<file path="src/rtl/mem_window_pkg.sv">
// constants and carrier types for the bridge memory window registers
package mem_window_pkg;
  localparam int unsigned ADDR_W = 8;
  localparam logic [7:0] OFS_MEM_BOUNDS    = 8'h20;
  localparam logic [7:0] OFS_PF_BOUNDS     = 8'h24;
  localparam logic [7:0] OFS_PF_FLOOR_UP   = 8'h28;
  localparam logic [7:0] OFS_PF_CEIL_UP    = 8'h2C;
  // field positions
  localparam int unsigned CEIL_LSB  = 20;
  localparam int unsigned FLOOR_LSB = 4;
  localparam int unsigned FIELD_W   = 12;
  localparam logic [3:0]  ADDR_CAP_64 = 4'h1;
  localparam logic [31:0] MEM_BOUNDS_RST  = 32'h0000_0000;
  localparam logic [31:0] PF_BOUNDS_RST   = 32'h0001_0001;
  localparam logic [31:0] UPPER_WORD_RST  = 32'h0000_0000;
  localparam logic [19:0] LOW_ONES  = 20'hFFFFF;
  localparam logic [19:0] LOW_ZERO  = 20'h00000;
  localparam logic [11:0] FIELD_RST = 12'h000;

  typedef struct packed {
    logic [11:0] ceil_field;
    logic [11:0] floor_field;
  } window_fields_s;

  typedef struct packed {
    logic        hit;
    logic [63:0] lo;
    logic [63:0] hi;
  } window_view_s;
endpackage

</file>
<file path="src/rtl/bridge_memory_window_regs.sv">
// memory and prefetchable window registers with address range decode
// Contract
// - memory ceiling field bits 31:20, low ones
// - memory floor field bits 15:4, low zeros
// - memory window decides forwarded transactions
// - prefetch ceiling field bits 31:20 writable
// - prefetch floor field bits 15:4 writable
// - capability nibbles read one, writes ignored
// - prefetch floor upper word gives 63:32
// - prefetch ceiling upper word gives 63:32
// - reset values zero, prefetch bounds 0x00010001
//
// Our own choice: the Wishbone interface to the registers.
module bridge_memory_window_regs (
  input  wire logic                         core_clk_i,
  input  wire logic                         rst_i,
  input  wire logic                         wb_cyc_i,
  input  wire logic                         wb_stb_i,
  input  wire logic                         wb_we_i,
  input  wire logic [mem_window_pkg::ADDR_W-1:0] wb_adr_i,
  input  wire logic [3:0]                   wb_sel_i,
  input  wire logic [31:0]                  wb_dat_i,
  output logic      [31:0]                  wb_dat_o,
  output logic                              wb_ack_o,
  input  wire logic [63:0]                  txn_addr_i,
  output logic                              mem_fwd_o,
  output logic                              pf_fwd_o,
  output logic      [63:0]                  mem_lo_o,
  output logic      [63:0]                  mem_hi_o,
  output logic      [63:0]                  pf_lo_o,
  output logic      [63:0]                  pf_hi_o
);
  import mem_window_pkg::*;

  window_fields_s mem_reg, mem_next;
  window_fields_s pf_reg, pf_next;
  logic [31:0]    pf_floor_up_reg, pf_floor_up_next;
  logic [31:0]    pf_ceil_up_reg, pf_ceil_up_next;
  logic           ack_reg, ack_next;
  logic [31:0]    rdata_reg, rdata_next;
  window_view_s   mem_view, pf_view;
  logic           req;

  // byte-lane merge of a write into an old word
  function automatic logic [31:0] merge(input logic [31:0] old_w, input logic [31:0] new_w,
                                        input logic [3:0] sel);
    logic [31:0] res;
    res = old_w;
    for (int b = 0; b < 4; b++) begin
      if (sel[b]) begin
        res[b*8 +: 8] = new_w[b*8 +: 8];
      end
    end
    return res;
  endfunction

  // packs fields into a bounds word with a fixed low nibble pair
  function automatic logic [31:0] pack_bounds(input window_fields_s f, input logic [3:0] cap);
    return {f.ceil_field, cap, f.floor_field, cap};
  endfunction

  // one answer per request; ack drops the cycle after it was given
  assign req = wb_cyc_i && wb_stb_i && !ack_reg;

  // register file next state
  always_comb begin
    logic [31:0] w;
    w                = 32'h0000_0000;
    mem_next         = mem_reg;
    pf_next          = pf_reg;
    pf_floor_up_next = pf_floor_up_reg;
    pf_ceil_up_next  = pf_ceil_up_reg;
    ack_next         = req;
    rdata_next       = rdata_reg;
    if (req) begin
      case (wb_adr_i)
        OFS_MEM_BOUNDS:  rdata_next = pack_bounds(mem_reg, 4'h0);
        OFS_PF_BOUNDS:   rdata_next = pack_bounds(pf_reg, ADDR_CAP_64);
        OFS_PF_FLOOR_UP: rdata_next = pf_floor_up_reg;
        OFS_PF_CEIL_UP:  rdata_next = pf_ceil_up_reg;
        default:         rdata_next = 32'h0000_0000; // unmapped reads zero, writes dropped
      endcase
    end
    if (req && wb_we_i) begin
      case (wb_adr_i)
        OFS_MEM_BOUNDS: begin
          w = merge(pack_bounds(mem_reg, 4'h0), wb_dat_i, wb_sel_i);
          mem_next.ceil_field  = w[CEIL_LSB +: FIELD_W];
          mem_next.floor_field = w[FLOOR_LSB +: FIELD_W];
        end
        OFS_PF_BOUNDS: begin
          // capability nibbles never stored, so writes there vanish
          w = merge(pack_bounds(pf_reg, ADDR_CAP_64), wb_dat_i, wb_sel_i);
          pf_next.ceil_field  = w[CEIL_LSB +: FIELD_W];
          pf_next.floor_field = w[FLOOR_LSB +: FIELD_W];
        end
        OFS_PF_FLOOR_UP: pf_floor_up_next = merge(pf_floor_up_reg, wb_dat_i, wb_sel_i);
        OFS_PF_CEIL_UP:  pf_ceil_up_next  = merge(pf_ceil_up_reg, wb_dat_i, wb_sel_i);
        default: begin
        end
      endcase
    end
  end

  // state registers
  always_ff @(posedge core_clk_i or posedge rst_i) begin
    if (rst_i) begin
      mem_reg         <= '{FIELD_RST, FIELD_RST};
      pf_reg          <= '{FIELD_RST, FIELD_RST};
      pf_floor_up_reg <= UPPER_WORD_RST;
      pf_ceil_up_reg  <= UPPER_WORD_RST;
      ack_reg         <= 1'b0;
      rdata_reg       <= 32'h0000_0000;
    end else begin
      mem_reg         <= mem_next;
      pf_reg          <= pf_next;
      pf_floor_up_reg <= pf_floor_up_next;
      pf_ceil_up_reg  <= pf_ceil_up_next;
      ack_reg         <= ack_next;
      rdata_reg       <= rdata_next;
    end
  end

  assign wb_ack_o = ack_reg;
  assign wb_dat_o = rdata_reg;

  // expanded bounds and combinational hit decode
  always_comb begin
    mem_view.lo  = {32'h0000_0000, mem_reg.floor_field, LOW_ZERO};
    mem_view.hi  = {32'h0000_0000, mem_reg.ceil_field, LOW_ONES};
    pf_view.lo   = {pf_floor_up_reg, pf_reg.floor_field, LOW_ZERO};
    pf_view.hi   = {pf_ceil_up_reg, pf_reg.ceil_field, LOW_ONES};
    // memory window is 32-bit only: upper address bits must be zero
    mem_view.hit = (txn_addr_i[63:32] == 32'h0000_0000) &&
                   (txn_addr_i >= mem_view.lo) && (txn_addr_i <= mem_view.hi);
    pf_view.hit  = (txn_addr_i >= pf_view.lo) && (txn_addr_i <= pf_view.hi);
  end

  assign mem_fwd_o = mem_view.hit;
  assign pf_fwd_o  = pf_view.hit;
  assign mem_lo_o  = mem_view.lo;
  assign mem_hi_o  = mem_view.hi;
  assign pf_lo_o   = pf_view.lo;
  assign pf_hi_o   = pf_view.hi;

  // checks
  AST_ACK_ONE: assert property (@(posedge core_clk_i) disable iff (rst_i)
    wb_ack_o |=> !wb_ack_o) else $error("ack held more than one cycle");
  AST_ACK_LAT: assert property (@(posedge core_clk_i) disable iff (rst_i)
    (wb_cyc_i && wb_stb_i && !wb_ack_o) |=> wb_ack_o) else $error("ack not after one cycle");
  AST_CAP_READ: assert property (@(posedge core_clk_i) disable iff (rst_i)
    (req && !wb_we_i && wb_adr_i == OFS_PF_BOUNDS) |=>
    (wb_dat_o[19:16] == 4'h1 && wb_dat_o[3:0] == 4'h1)) else $error("capability not one");
  AST_RSV_ZERO: assert property (@(posedge core_clk_i) disable iff (rst_i)
    (req && !wb_we_i && wb_adr_i == OFS_MEM_BOUNDS) |=>
    (wb_dat_o[19:16] == 4'h0 && wb_dat_o[3:0] == 4'h0)) else $error("reserved bits nonzero");
  AST_MEM_CEIL_WR: assert property (@(posedge core_clk_i) disable iff (rst_i)
    (req && wb_we_i && wb_adr_i == OFS_MEM_BOUNDS && wb_sel_i == 4'hF) |=>
    (mem_hi_o[31:0] == {$past(wb_dat_i[31:20]), 20'hFFFFF})) else $error("mem ceiling wrong");
  AST_MEM_FLOOR_WR: assert property (@(posedge core_clk_i) disable iff (rst_i)
    (req && wb_we_i && wb_adr_i == OFS_MEM_BOUNDS && wb_sel_i == 4'hF) |=>
    (mem_lo_o[31:0] == {$past(wb_dat_i[15:4]), 20'h00000})) else $error("mem floor wrong");
  AST_PF_CEIL_WR: assert property (@(posedge core_clk_i) disable iff (rst_i)
    (req && wb_we_i && wb_adr_i == OFS_PF_BOUNDS && wb_sel_i == 4'hF) |=>
    (pf_hi_o[31:20] == $past(wb_dat_i[31:20]))) else $error("pf ceiling wrong");
  AST_PF_FLOOR_WR: assert property (@(posedge core_clk_i) disable iff (rst_i)
    (req && wb_we_i && wb_adr_i == OFS_PF_BOUNDS && wb_sel_i == 4'hF) |=>
    (pf_lo_o[31:0] == {$past(wb_dat_i[15:4]), 20'h00000})) else $error("pf floor wrong");
  AST_PF_FLOOR_UP: assert property (@(posedge core_clk_i) disable iff (rst_i)
    (req && wb_we_i && wb_adr_i == OFS_PF_FLOOR_UP && wb_sel_i == 4'hF) |=>
    (pf_lo_o[63:32] == $past(wb_dat_i))) else $error("pf floor upper wrong");
  AST_PF_CEIL_UP: assert property (@(posedge core_clk_i) disable iff (rst_i)
    (req && wb_we_i && wb_adr_i == OFS_PF_CEIL_UP && wb_sel_i == 4'hF) |=>
    (pf_hi_o[63:32] == $past(wb_dat_i))) else $error("pf ceiling upper wrong");
  AST_PF_HIT: assert property (@(posedge core_clk_i) disable iff (rst_i)
    pf_fwd_o == (txn_addr_i >= pf_lo_o && txn_addr_i <= pf_hi_o)) else $error("pf hit wrong");
  AST_MEM_HIT: assert property (@(posedge core_clk_i) disable iff (rst_i)
    mem_fwd_o |-> (txn_addr_i >= mem_lo_o && txn_addr_i <= mem_hi_o)) else $error("mem hit wrong");

  // bounds seen right after reset leaves
  AST_RST_BOUNDS: assert property (@(posedge core_clk_i) disable iff (rst_i)
    $fell(rst_i) |-> (mem_lo_o == 64'h0000_0000_0000_0000 &&
                      mem_hi_o == 64'h0000_0000_000F_FFFF &&
                      pf_lo_o == 64'h0000_0000_0000_0000 &&
                      pf_hi_o == 64'h0000_0000_000F_FFFF)) else $error("reset bounds wrong");

  // bus side idle right after reset
  AST_RST_BUS: assert property (@(posedge core_clk_i) disable iff (rst_i)
    $fell(rst_i) |-> (!wb_ack_o && wb_dat_o == 32'h0000_0000)) else $error("reset bus wrong");

  // an answer only comes the cycle after a taken request
  AST_ACK_NEEDS_REQ: assert property (@(posedge core_clk_i) disable iff (rst_i)
    wb_ack_o |-> $past(req)) else $error("ack without request");

  // no request, no answer next cycle
  AST_NO_ACK_IDLE: assert property (@(posedge core_clk_i) disable iff (rst_i)
    !(wb_cyc_i && wb_stb_i) |=> !wb_ack_o) else $error("ack while idle");

  // read data stands until the next taken request
  AST_DAT_HOLD: assert property (@(posedge core_clk_i) disable iff (rst_i)
    !req |=> $stable(wb_dat_o)) else $error("read data moved");

  // low twenty bits of the memory floor are zero, upper word zero
  AST_MEM_LO_LOW: assert property (@(posedge core_clk_i) disable iff (rst_i)
    mem_lo_o[19:0] == 20'h00000 && mem_lo_o[63:32] == 32'h0000_0000) else $error("mem lo low");

  // low twenty bits of the memory ceiling are ones, upper word zero
  AST_MEM_HI_LOW: assert property (@(posedge core_clk_i) disable iff (rst_i)
    mem_hi_o[19:0] == 20'hFFFFF && mem_hi_o[63:32] == 32'h0000_0000) else $error("mem hi low");

  // prefetch floor low bits are zero
  AST_PF_LO_LOW: assert property (@(posedge core_clk_i) disable iff (rst_i)
    pf_lo_o[19:0] == 20'h00000) else $error("pf lo low bits");

  // prefetch ceiling low bits are ones
  AST_PF_HI_LOW: assert property (@(posedge core_clk_i) disable iff (rst_i)
    pf_hi_o[19:0] == 20'hFFFFF) else $error("pf hi low bits");

  // memory fields move only on a write to their word
  AST_MEM_HOLD: assert property (@(posedge core_clk_i) disable iff (rst_i)
    !(req && wb_we_i && wb_adr_i == OFS_MEM_BOUNDS) |=>
    ($stable(mem_hi_o[31:20]) && $stable(mem_lo_o[31:20]))) else $error("mem field moved");

  // prefetch fields move only on a write to their word
  AST_PF_HOLD: assert property (@(posedge core_clk_i) disable iff (rst_i)
    !(req && wb_we_i && wb_adr_i == OFS_PF_BOUNDS) |=>
    ($stable(pf_hi_o[31:20]) && $stable(pf_lo_o[31:20]))) else $error("pf field moved");

  // floor upper word moves only on its own write
  AST_PF_FLOOR_UP_HOLD: assert property (@(posedge core_clk_i) disable iff (rst_i)
    !(req && wb_we_i && wb_adr_i == OFS_PF_FLOOR_UP) |=>
    $stable(pf_lo_o[63:32])) else $error("pf floor upper moved");

  // ceiling upper word moves only on its own write
  AST_PF_CEIL_UP_HOLD: assert property (@(posedge core_clk_i) disable iff (rst_i)
    !(req && wb_we_i && wb_adr_i == OFS_PF_CEIL_UP) |=>
    $stable(pf_hi_o[63:32])) else $error("pf ceiling upper moved");

  // memory window never claims a 64-bit address
  AST_MEM_FWD_WIDE: assert property (@(posedge core_clk_i) disable iff (rst_i)
    txn_addr_i[63:32] != 32'h0000_0000 |-> !mem_fwd_o) else $error("mem hit above 4G");

  // memory hit is exactly the 32-bit range test
  AST_MEM_FWD_EXACT: assert property (@(posedge core_clk_i) disable iff (rst_i)
    mem_fwd_o == (txn_addr_i[63:32] == 32'h0000_0000 && txn_addr_i >= mem_lo_o &&
                  txn_addr_i <= mem_hi_o)) else $error("mem hit not exact");

  // memory word read back matches the expanded bounds
  AST_READ_MEM: assert property (@(posedge core_clk_i) disable iff (rst_i)
    (req && !wb_we_i && wb_adr_i == OFS_MEM_BOUNDS) |=>
    (wb_dat_o[31:20] == mem_hi_o[31:20] && wb_dat_o[15:4] == mem_lo_o[31:20]))
    else $error("mem read mismatch");

  // prefetch word read back matches the expanded bounds
  AST_READ_PF: assert property (@(posedge core_clk_i) disable iff (rst_i)
    (req && !wb_we_i && wb_adr_i == OFS_PF_BOUNDS) |=>
    (wb_dat_o[31:20] == pf_hi_o[31:20] && wb_dat_o[15:4] == pf_lo_o[31:20]))
    else $error("pf read mismatch");

  // floor upper word read back
  AST_READ_FLOOR_UP: assert property (@(posedge core_clk_i) disable iff (rst_i)
    (req && !wb_we_i && wb_adr_i == OFS_PF_FLOOR_UP) |=>
    (wb_dat_o == pf_lo_o[63:32])) else $error("floor upper read mismatch");

  // ceiling upper word read back
  AST_READ_CEIL_UP: assert property (@(posedge core_clk_i) disable iff (rst_i)
    (req && !wb_we_i && wb_adr_i == OFS_PF_CEIL_UP) |=>
    (wb_dat_o == pf_hi_o[63:32])) else $error("ceiling upper read mismatch");

  // holes in the map read zero
  AST_UNMAPPED_READ: assert property (@(posedge core_clk_i) disable iff (rst_i)
    (req && !wb_we_i && wb_adr_i != OFS_MEM_BOUNDS && wb_adr_i != OFS_PF_BOUNDS &&
     wb_adr_i != OFS_PF_FLOOR_UP && wb_adr_i != OFS_PF_CEIL_UP) |=>
    (wb_dat_o == 32'h0000_0000)) else $error("unmapped read nonzero");

  // a prefetch hit lies at or above the floor
  AST_PF_FWD_FLOOR: assert property (@(posedge core_clk_i) disable iff (rst_i)
    pf_fwd_o |-> txn_addr_i >= pf_lo_o) else $error("pf hit below floor");

  COV_MEM_WRITE: cover property (@(posedge core_clk_i) disable iff (rst_i)
    req && wb_we_i && wb_adr_i == OFS_MEM_BOUNDS);
  COV_PF_READ: cover property (@(posedge core_clk_i) disable iff (rst_i)
    req && !wb_we_i && wb_adr_i == OFS_PF_BOUNDS);
  COV_MEM_HIT: cover property (@(posedge core_clk_i) disable iff (rst_i) mem_fwd_o);
  COV_PF_HIT: cover property (@(posedge core_clk_i) disable iff (rst_i)
    pf_fwd_o && txn_addr_i[63:32] != 32'h0000_0000);
  COV_UPPER_WRITE: cover property (@(posedge core_clk_i) disable iff (rst_i)
    req && wb_we_i && wb_adr_i == OFS_PF_CEIL_UP);
endmodule

</file>
<file path="config.mk">
export PLATFORM = sky130hd
export DESIGN_NAME = bridge_memory_window_regs
export DESIGN_NICKNAME = d
export VERILOG_FILES = /design/src/rtl/mem_window_pkg.sv /design/src/rtl/bridge_memory_window_regs.sv
export SDC_FILE = /design/constraint.sdc
export NUM_CORES = 1
export LEC_CHECK = 0
export ABC_CLOCK_PERIOD_IN_PS = 6000
export BUFFER_PORTS_ARGS = -buffer_cell sky130_fd_sc_hd__buf_2
export CAP_MARGIN = 20
export CORE_AREA = 5 5 152 154
export DETAILED_ROUTE_END_ITERATION = 8
export DIE_AREA = 0 0 157 159
export HOLD_SLACK_MARGIN = 0.12
export PLACE_DENSITY = 0.77
export SLEW_MARGIN = 0
export SYNTH_ARGS = -nofsm -noshare
export SYNTH_HDL_FRONTEND = slang
export SYNTH_SLANG_ARGS = --single-unit
</file>
<file path="constraint.sdc">
create_clock -name core_clk_i -period 6 [get_ports core_clk_i]
set_clock_uncertainty 0.1 [all_clocks]
set_input_delay 1.5 -clock core_clk_i [delete_from_list [all_inputs] [get_ports core_clk_i]]
set_output_delay 1.5 -clock core_clk_i [all_outputs]
set_load 0.005 [all_outputs]
</file>
# Word level (Yosys, flattened, before mapping)
# Index checks and enable logic that the tools add are counted.
# W data, S select, Z words.
# totals
register_bits,145
inputBits,113
out_inout_bits,291
elab_cells,51
# classes
n_lt_le_gt_ge,4
n_eq_ne,4
muxes,1
reduce_logical,24
# op_table
operator,count
$pmux W32 S4,1
$ge A64 B32 Y1,1
$ge A64 B64 Y1,1
$le A64 B32 Y1,1
$le A64 B64 Y1,1
$reduce_and A3 Y1,16
$eq A8 B6 Y1 const B,4
$logic_not A32 Y1,1
$logic_and A1 B1 Y1,6
$logic_not A1 Y1,1

# Longest topological paths before layout
# depth
depth_word,4
ltp_mapped,10
mapped_depth_nobuf,9

# Least setup slack after synthesis
# No wires, ideal clock.
# synth_path
path_kind,input-to-output
startpoint,input port txn_addr_i[0]
endpoint,output port mem_fwd_o
arrival_ps,2971
t_required_ps,4400
slack_ps,1429
stages,7
cell_sequence,or4_1 nor2_1 nand3b_1 o2111ai_1 nand2_1 o21a_1 a2111oi_2
# synth_between
elab_chain_len,3
word_cells_on_any_way,4
classes_between,2 x order compare; 2 x reduce/logical
# synth_lines
item,line_no,rtl
"start, declared",bridge_memory_window_regs.sv:25,"input wire logic [63:0] txn_addr_i,"
$ge A64 B32 Y1,bridge_memory_window_regs.sv:135,(txn_addr_i >= mem_view.lo) && (txn_addr_i <= mem_view.hi);
$logic_and A1 B1 Y1,bridge_memory_window_regs.sv:134,mem_view.hit = (txn_addr_i[63:32] == 32'h0000_0000) &&
$logic_and A1 B1 Y1 *,bridge_memory_window_regs.sv:135,
"end, declared",bridge_memory_window_regs.sv:26,"output logic mem_fwd_o,"
# Mark *: on every way between the ends. The rest lies on a longest branch, timed or not.

# Worst setup path in the final report
# layout_path
startpoint,input port txn_addr_i[29]
endpoint,output port pf_fwd_o
# layout_between
elab_chain_len,2
word_cells_on_any_way,3
classes_between,2 x order compare; 1 x reduce/logical
# layout_lines
item,line_no,rtl
$ge A64 B64 Y1 / $le A64 B64 Y1 (equally long branches),bridge_memory_window_regs.sv:136,pf_view.hit = (txn_addr_i >= pf_view.lo) && (txn_addr_i <= pf_view.hi);
$logic_and A1 B1 Y1 *,bridge_memory_window_regs.sv:136,
"end, declared",bridge_memory_window_regs.sv:27,"output logic pf_fwd_o,"
# Marked as above.

==> impl_metrics.tcl <==
set metrics [dict create \
    status "finished clean" \
    required_ns 4.40 \
    grt_max_degree 61 \
    worstMarginPinSlew_ns 1.10 \
    viasPerCell 5.25 \
    timing.fmax_mhz 185 \
    rsz0062_at_grt "no" \
    drt_pass1_iterations 6 \
    holdBufCountCts 0 \
    grt_pass1_wl_um 49400 \
    cts_sinks 145 \
    vias 8583 \
    rows 54 \
    ys_async_sr_fraction_pct 100 \
    drive_above_1_share_pct 25.9 \
    io_buffers 259 \
    ys.flop_type "dfrtp_1" \
    cts_htree_levels 4 \
    rr_endpoint "pf_floor_up_reg[0]$_DFFE_PP0P_" \
    die-area_mm2 0.0250 \
    slowest_delay_ns 0.50 \
    track_usage_pct 25.9 \
    post-route-drc-count 0 \
    cts_tree "yes" \
    yosys_warnings 0 \
    rrSetupSlack_ns 3.37 \
    syn_avg_cell_area_um2 9.19 \
    drt-initial-drc-count 498 \
    critPathMaxFanout 4 \
    min_period_over_period_pct 90.2 \
    clkTransAtPathRegs_ns 0.06 \
    cts_buffer_depth 2 \
    ys_seq_area_share_pct 36.3 \
    worstSetupPathType "input pin to output port" \
    first_global_vias 8559 \
    fin_crit_ns 5.41 \
    cts-root-buf "clkbuf_16" \
    slew-limit-headroom_pct 26.7 \
    crit_top_cell "buf_2" \
    die_h_um 159 \
    r2r_start "wb_ack_o$_DFF_PP0_" \
    critical_path_arrival_ns 3.81 \
    initial_core_util_pct 46.3 \
    worstHoldStart "wb_dat_o[16]$_DFFE_PP0P_" \
    area_growth_pct 16.8 \
    stdcell_area_mm2 0.0117 \
    maxCapViolations 0 \
    core_area_mm2 0.0216 \
    ant_nets 0 \
    p_per_area_mw_per_mm2 209 \
    setup_viol 0 \
    cts_resized 0 \
    syn_inst 1086 \
    hp-class "flip-flop to flip-flop" \
    ys_ff_latch 145 \
    fin_nets 1567 \
    end_kind "output port" \
    start_kind "input pin" \
    place_area_mm2 0.0110 \
    syn-cell-area_mm2 0.00998 \
    synth_edf_count 0 \
    wl_per_cell_um 20.3 \
    die_w_um 157 \
    num_io_pins 404 \
    vdd_drop_max_mv 0.165 \
    grt-ovfl-total 0 \
    final.setup.tns_ns 0 \
    r2r_cells 5 \
    holdPathStages 2 \
    antenna_found_initial 3 \
    critPathSlowestCell "nor3_1" \
    routed_wl_um 33300 \
    hold_viol 0 \
    leakage_nw 6.24 \
    synth_cell_type_count 48 \
    slew_viol_final 0 \
    path_cells "buf_2, ha_1, nand4_1, nor3_1, and4_2, a211o_1, a31oi_1, nand3b_1, a22oi_1, buf_2" \
    cts_setup_buffers 0 \
    gp_congestion 0.930 \
    whs_endpoint "wb_dat_o[16]$_DFFE_PP0P_" \
    clk_latency_ns 0.42 \
    cts_buffers 17 \
    post-dp-hpwl_um 26600 \
]
## synth_stat cells, types with 10 or more instances
cell type	number	area, µm²
mux4_2	13	293
nand2_1	121	454
ha_1	112	1400
buf_4	145	1090
a221oi_1	15	131
mux2i_1	17	170
nor4_1	10	62.6
mux2_2	25	282
nand4_1	28	175
dfrtp_1	145	3630
o21ai_0	108	541
a21oi_1	37	185
a22o_1	13	114
nand3_1	11	55.1
a21o_1	23	173
inv_1	116	435
nor2_1	51	191
clkbuf_1	14	52.6
o22ai_1	11	68.8
buf_2	14	70.1
## layout by cell type (no fill, tap or decap), drive strengths merged, types with 18 or more instances in the layout
master,netlist,routed
a21o,23,23
a21oi,37,37
buf,160,269
clkbuf,14,18
conb,2,144
dfrtp,145,145
ha,112,112
inv,116,118
mux2,25,25
nand2,121,121
nand4,30,30
nor2,57,57
o21ai,108,108
## worst max path at each step
stage	startpoint	endpoint	slack (ns)	depth (start not counted)
finish	txn_addr_i[29]	pf_fwd_o	0.59	10
CTS	txn_addr_i[29]	pf_fwd_o	0.59	10
detailed placement	txn_addr_i[29]	pf_fwd_o	0.62	10
floorplan	rst_i	mem_hi_o[20]$_DFFE_PP0P_	0.51	1
global route	txn_addr_i[29]	pf_fwd_o	0.50	10
global placement	txn_addr_i[7]	mem_fwd_o	0.68	9
## cell families (layout without fill, tap and decap cells)
| family | after synthesis | count (layout) | synth area share [%] |
|---|---|---|---|
| multiplexers | 55 | 55 | 7.46 |
| other | 2 | 146 | 0.0752 |
| AND/OR/NAND/NOR | 260 | 260 | 12.2 |
| AO/OA/AOI/OAI | 222 | 222 | 13.4 |
| buffers and inverters | 290 | 416 | 16.5 |
| flip-flops | 145 | 145 | 36.3 |
| adder cells (fa/ha/maj) | 112 | 112 | 14.0 |
## critical path, delay by kind of cell
kind / cells / cell delay [ns]
AND/OR/NAND/NOR: 4 / 1.17
AO/OA/AOI/OAI: 3 / 0.51
buffers and inverters: 2 / 0.32
adder cells (fa/ha/maj): 1 / 0.31
## area by class of cell
cell class                      instances  area, µm²
Sequential cell                       145       3630
Inverter                              116        440
Multi-Input combinational cell        793       5250
Clock buffer                           18        429
Antenna cell                            2       5.00
Fill cell                            1976       9900
Clock inverter                         13        186
Timing Repair Buffer                  269       1370
Tap cell                              280        350
## metal layers
metal  global-route usage (%)  up-vias  part of all wire (%)
li1                         -     4007                     -
met1                     33.6     4156                    41
met2                     43.1      365                    49
met3                     4.84       53                   6.9
met4                     9.55        2                   2.9
met5                        0        -                 0.048
## where the power goes
group | internal [W] | switching [W]
logic | 0.000106 | 0.000183
clock network | 0.000695 | 0.000438
registers | 0.000999 | 0.0000150
total | 0.00180 | 0.000635
## stage by stage
step | hold slack (ns) | instances | util [%] | power [W] | setup WS, ns
final | 0.378 | 1636 | 54.1 | 0.00244 | 0.590
after global routing | 0.404 | 1636 | 54.1 | 0.00254 | 0.505
after CTS | 0.379 | 1633 | 54.0 | 0.00245 | 0.587
after detailed placement | 0.366 | 1602 | 51.2 | 0.00132 | 0.616
after global placement | 0.353 | 1602 | 51.2 | 0.00131 | 0.677
after floorplan | 0.367 | 1228 | - | 0.00125 | 0.505
Note: power is estimated with default switching activity, not from simulation.
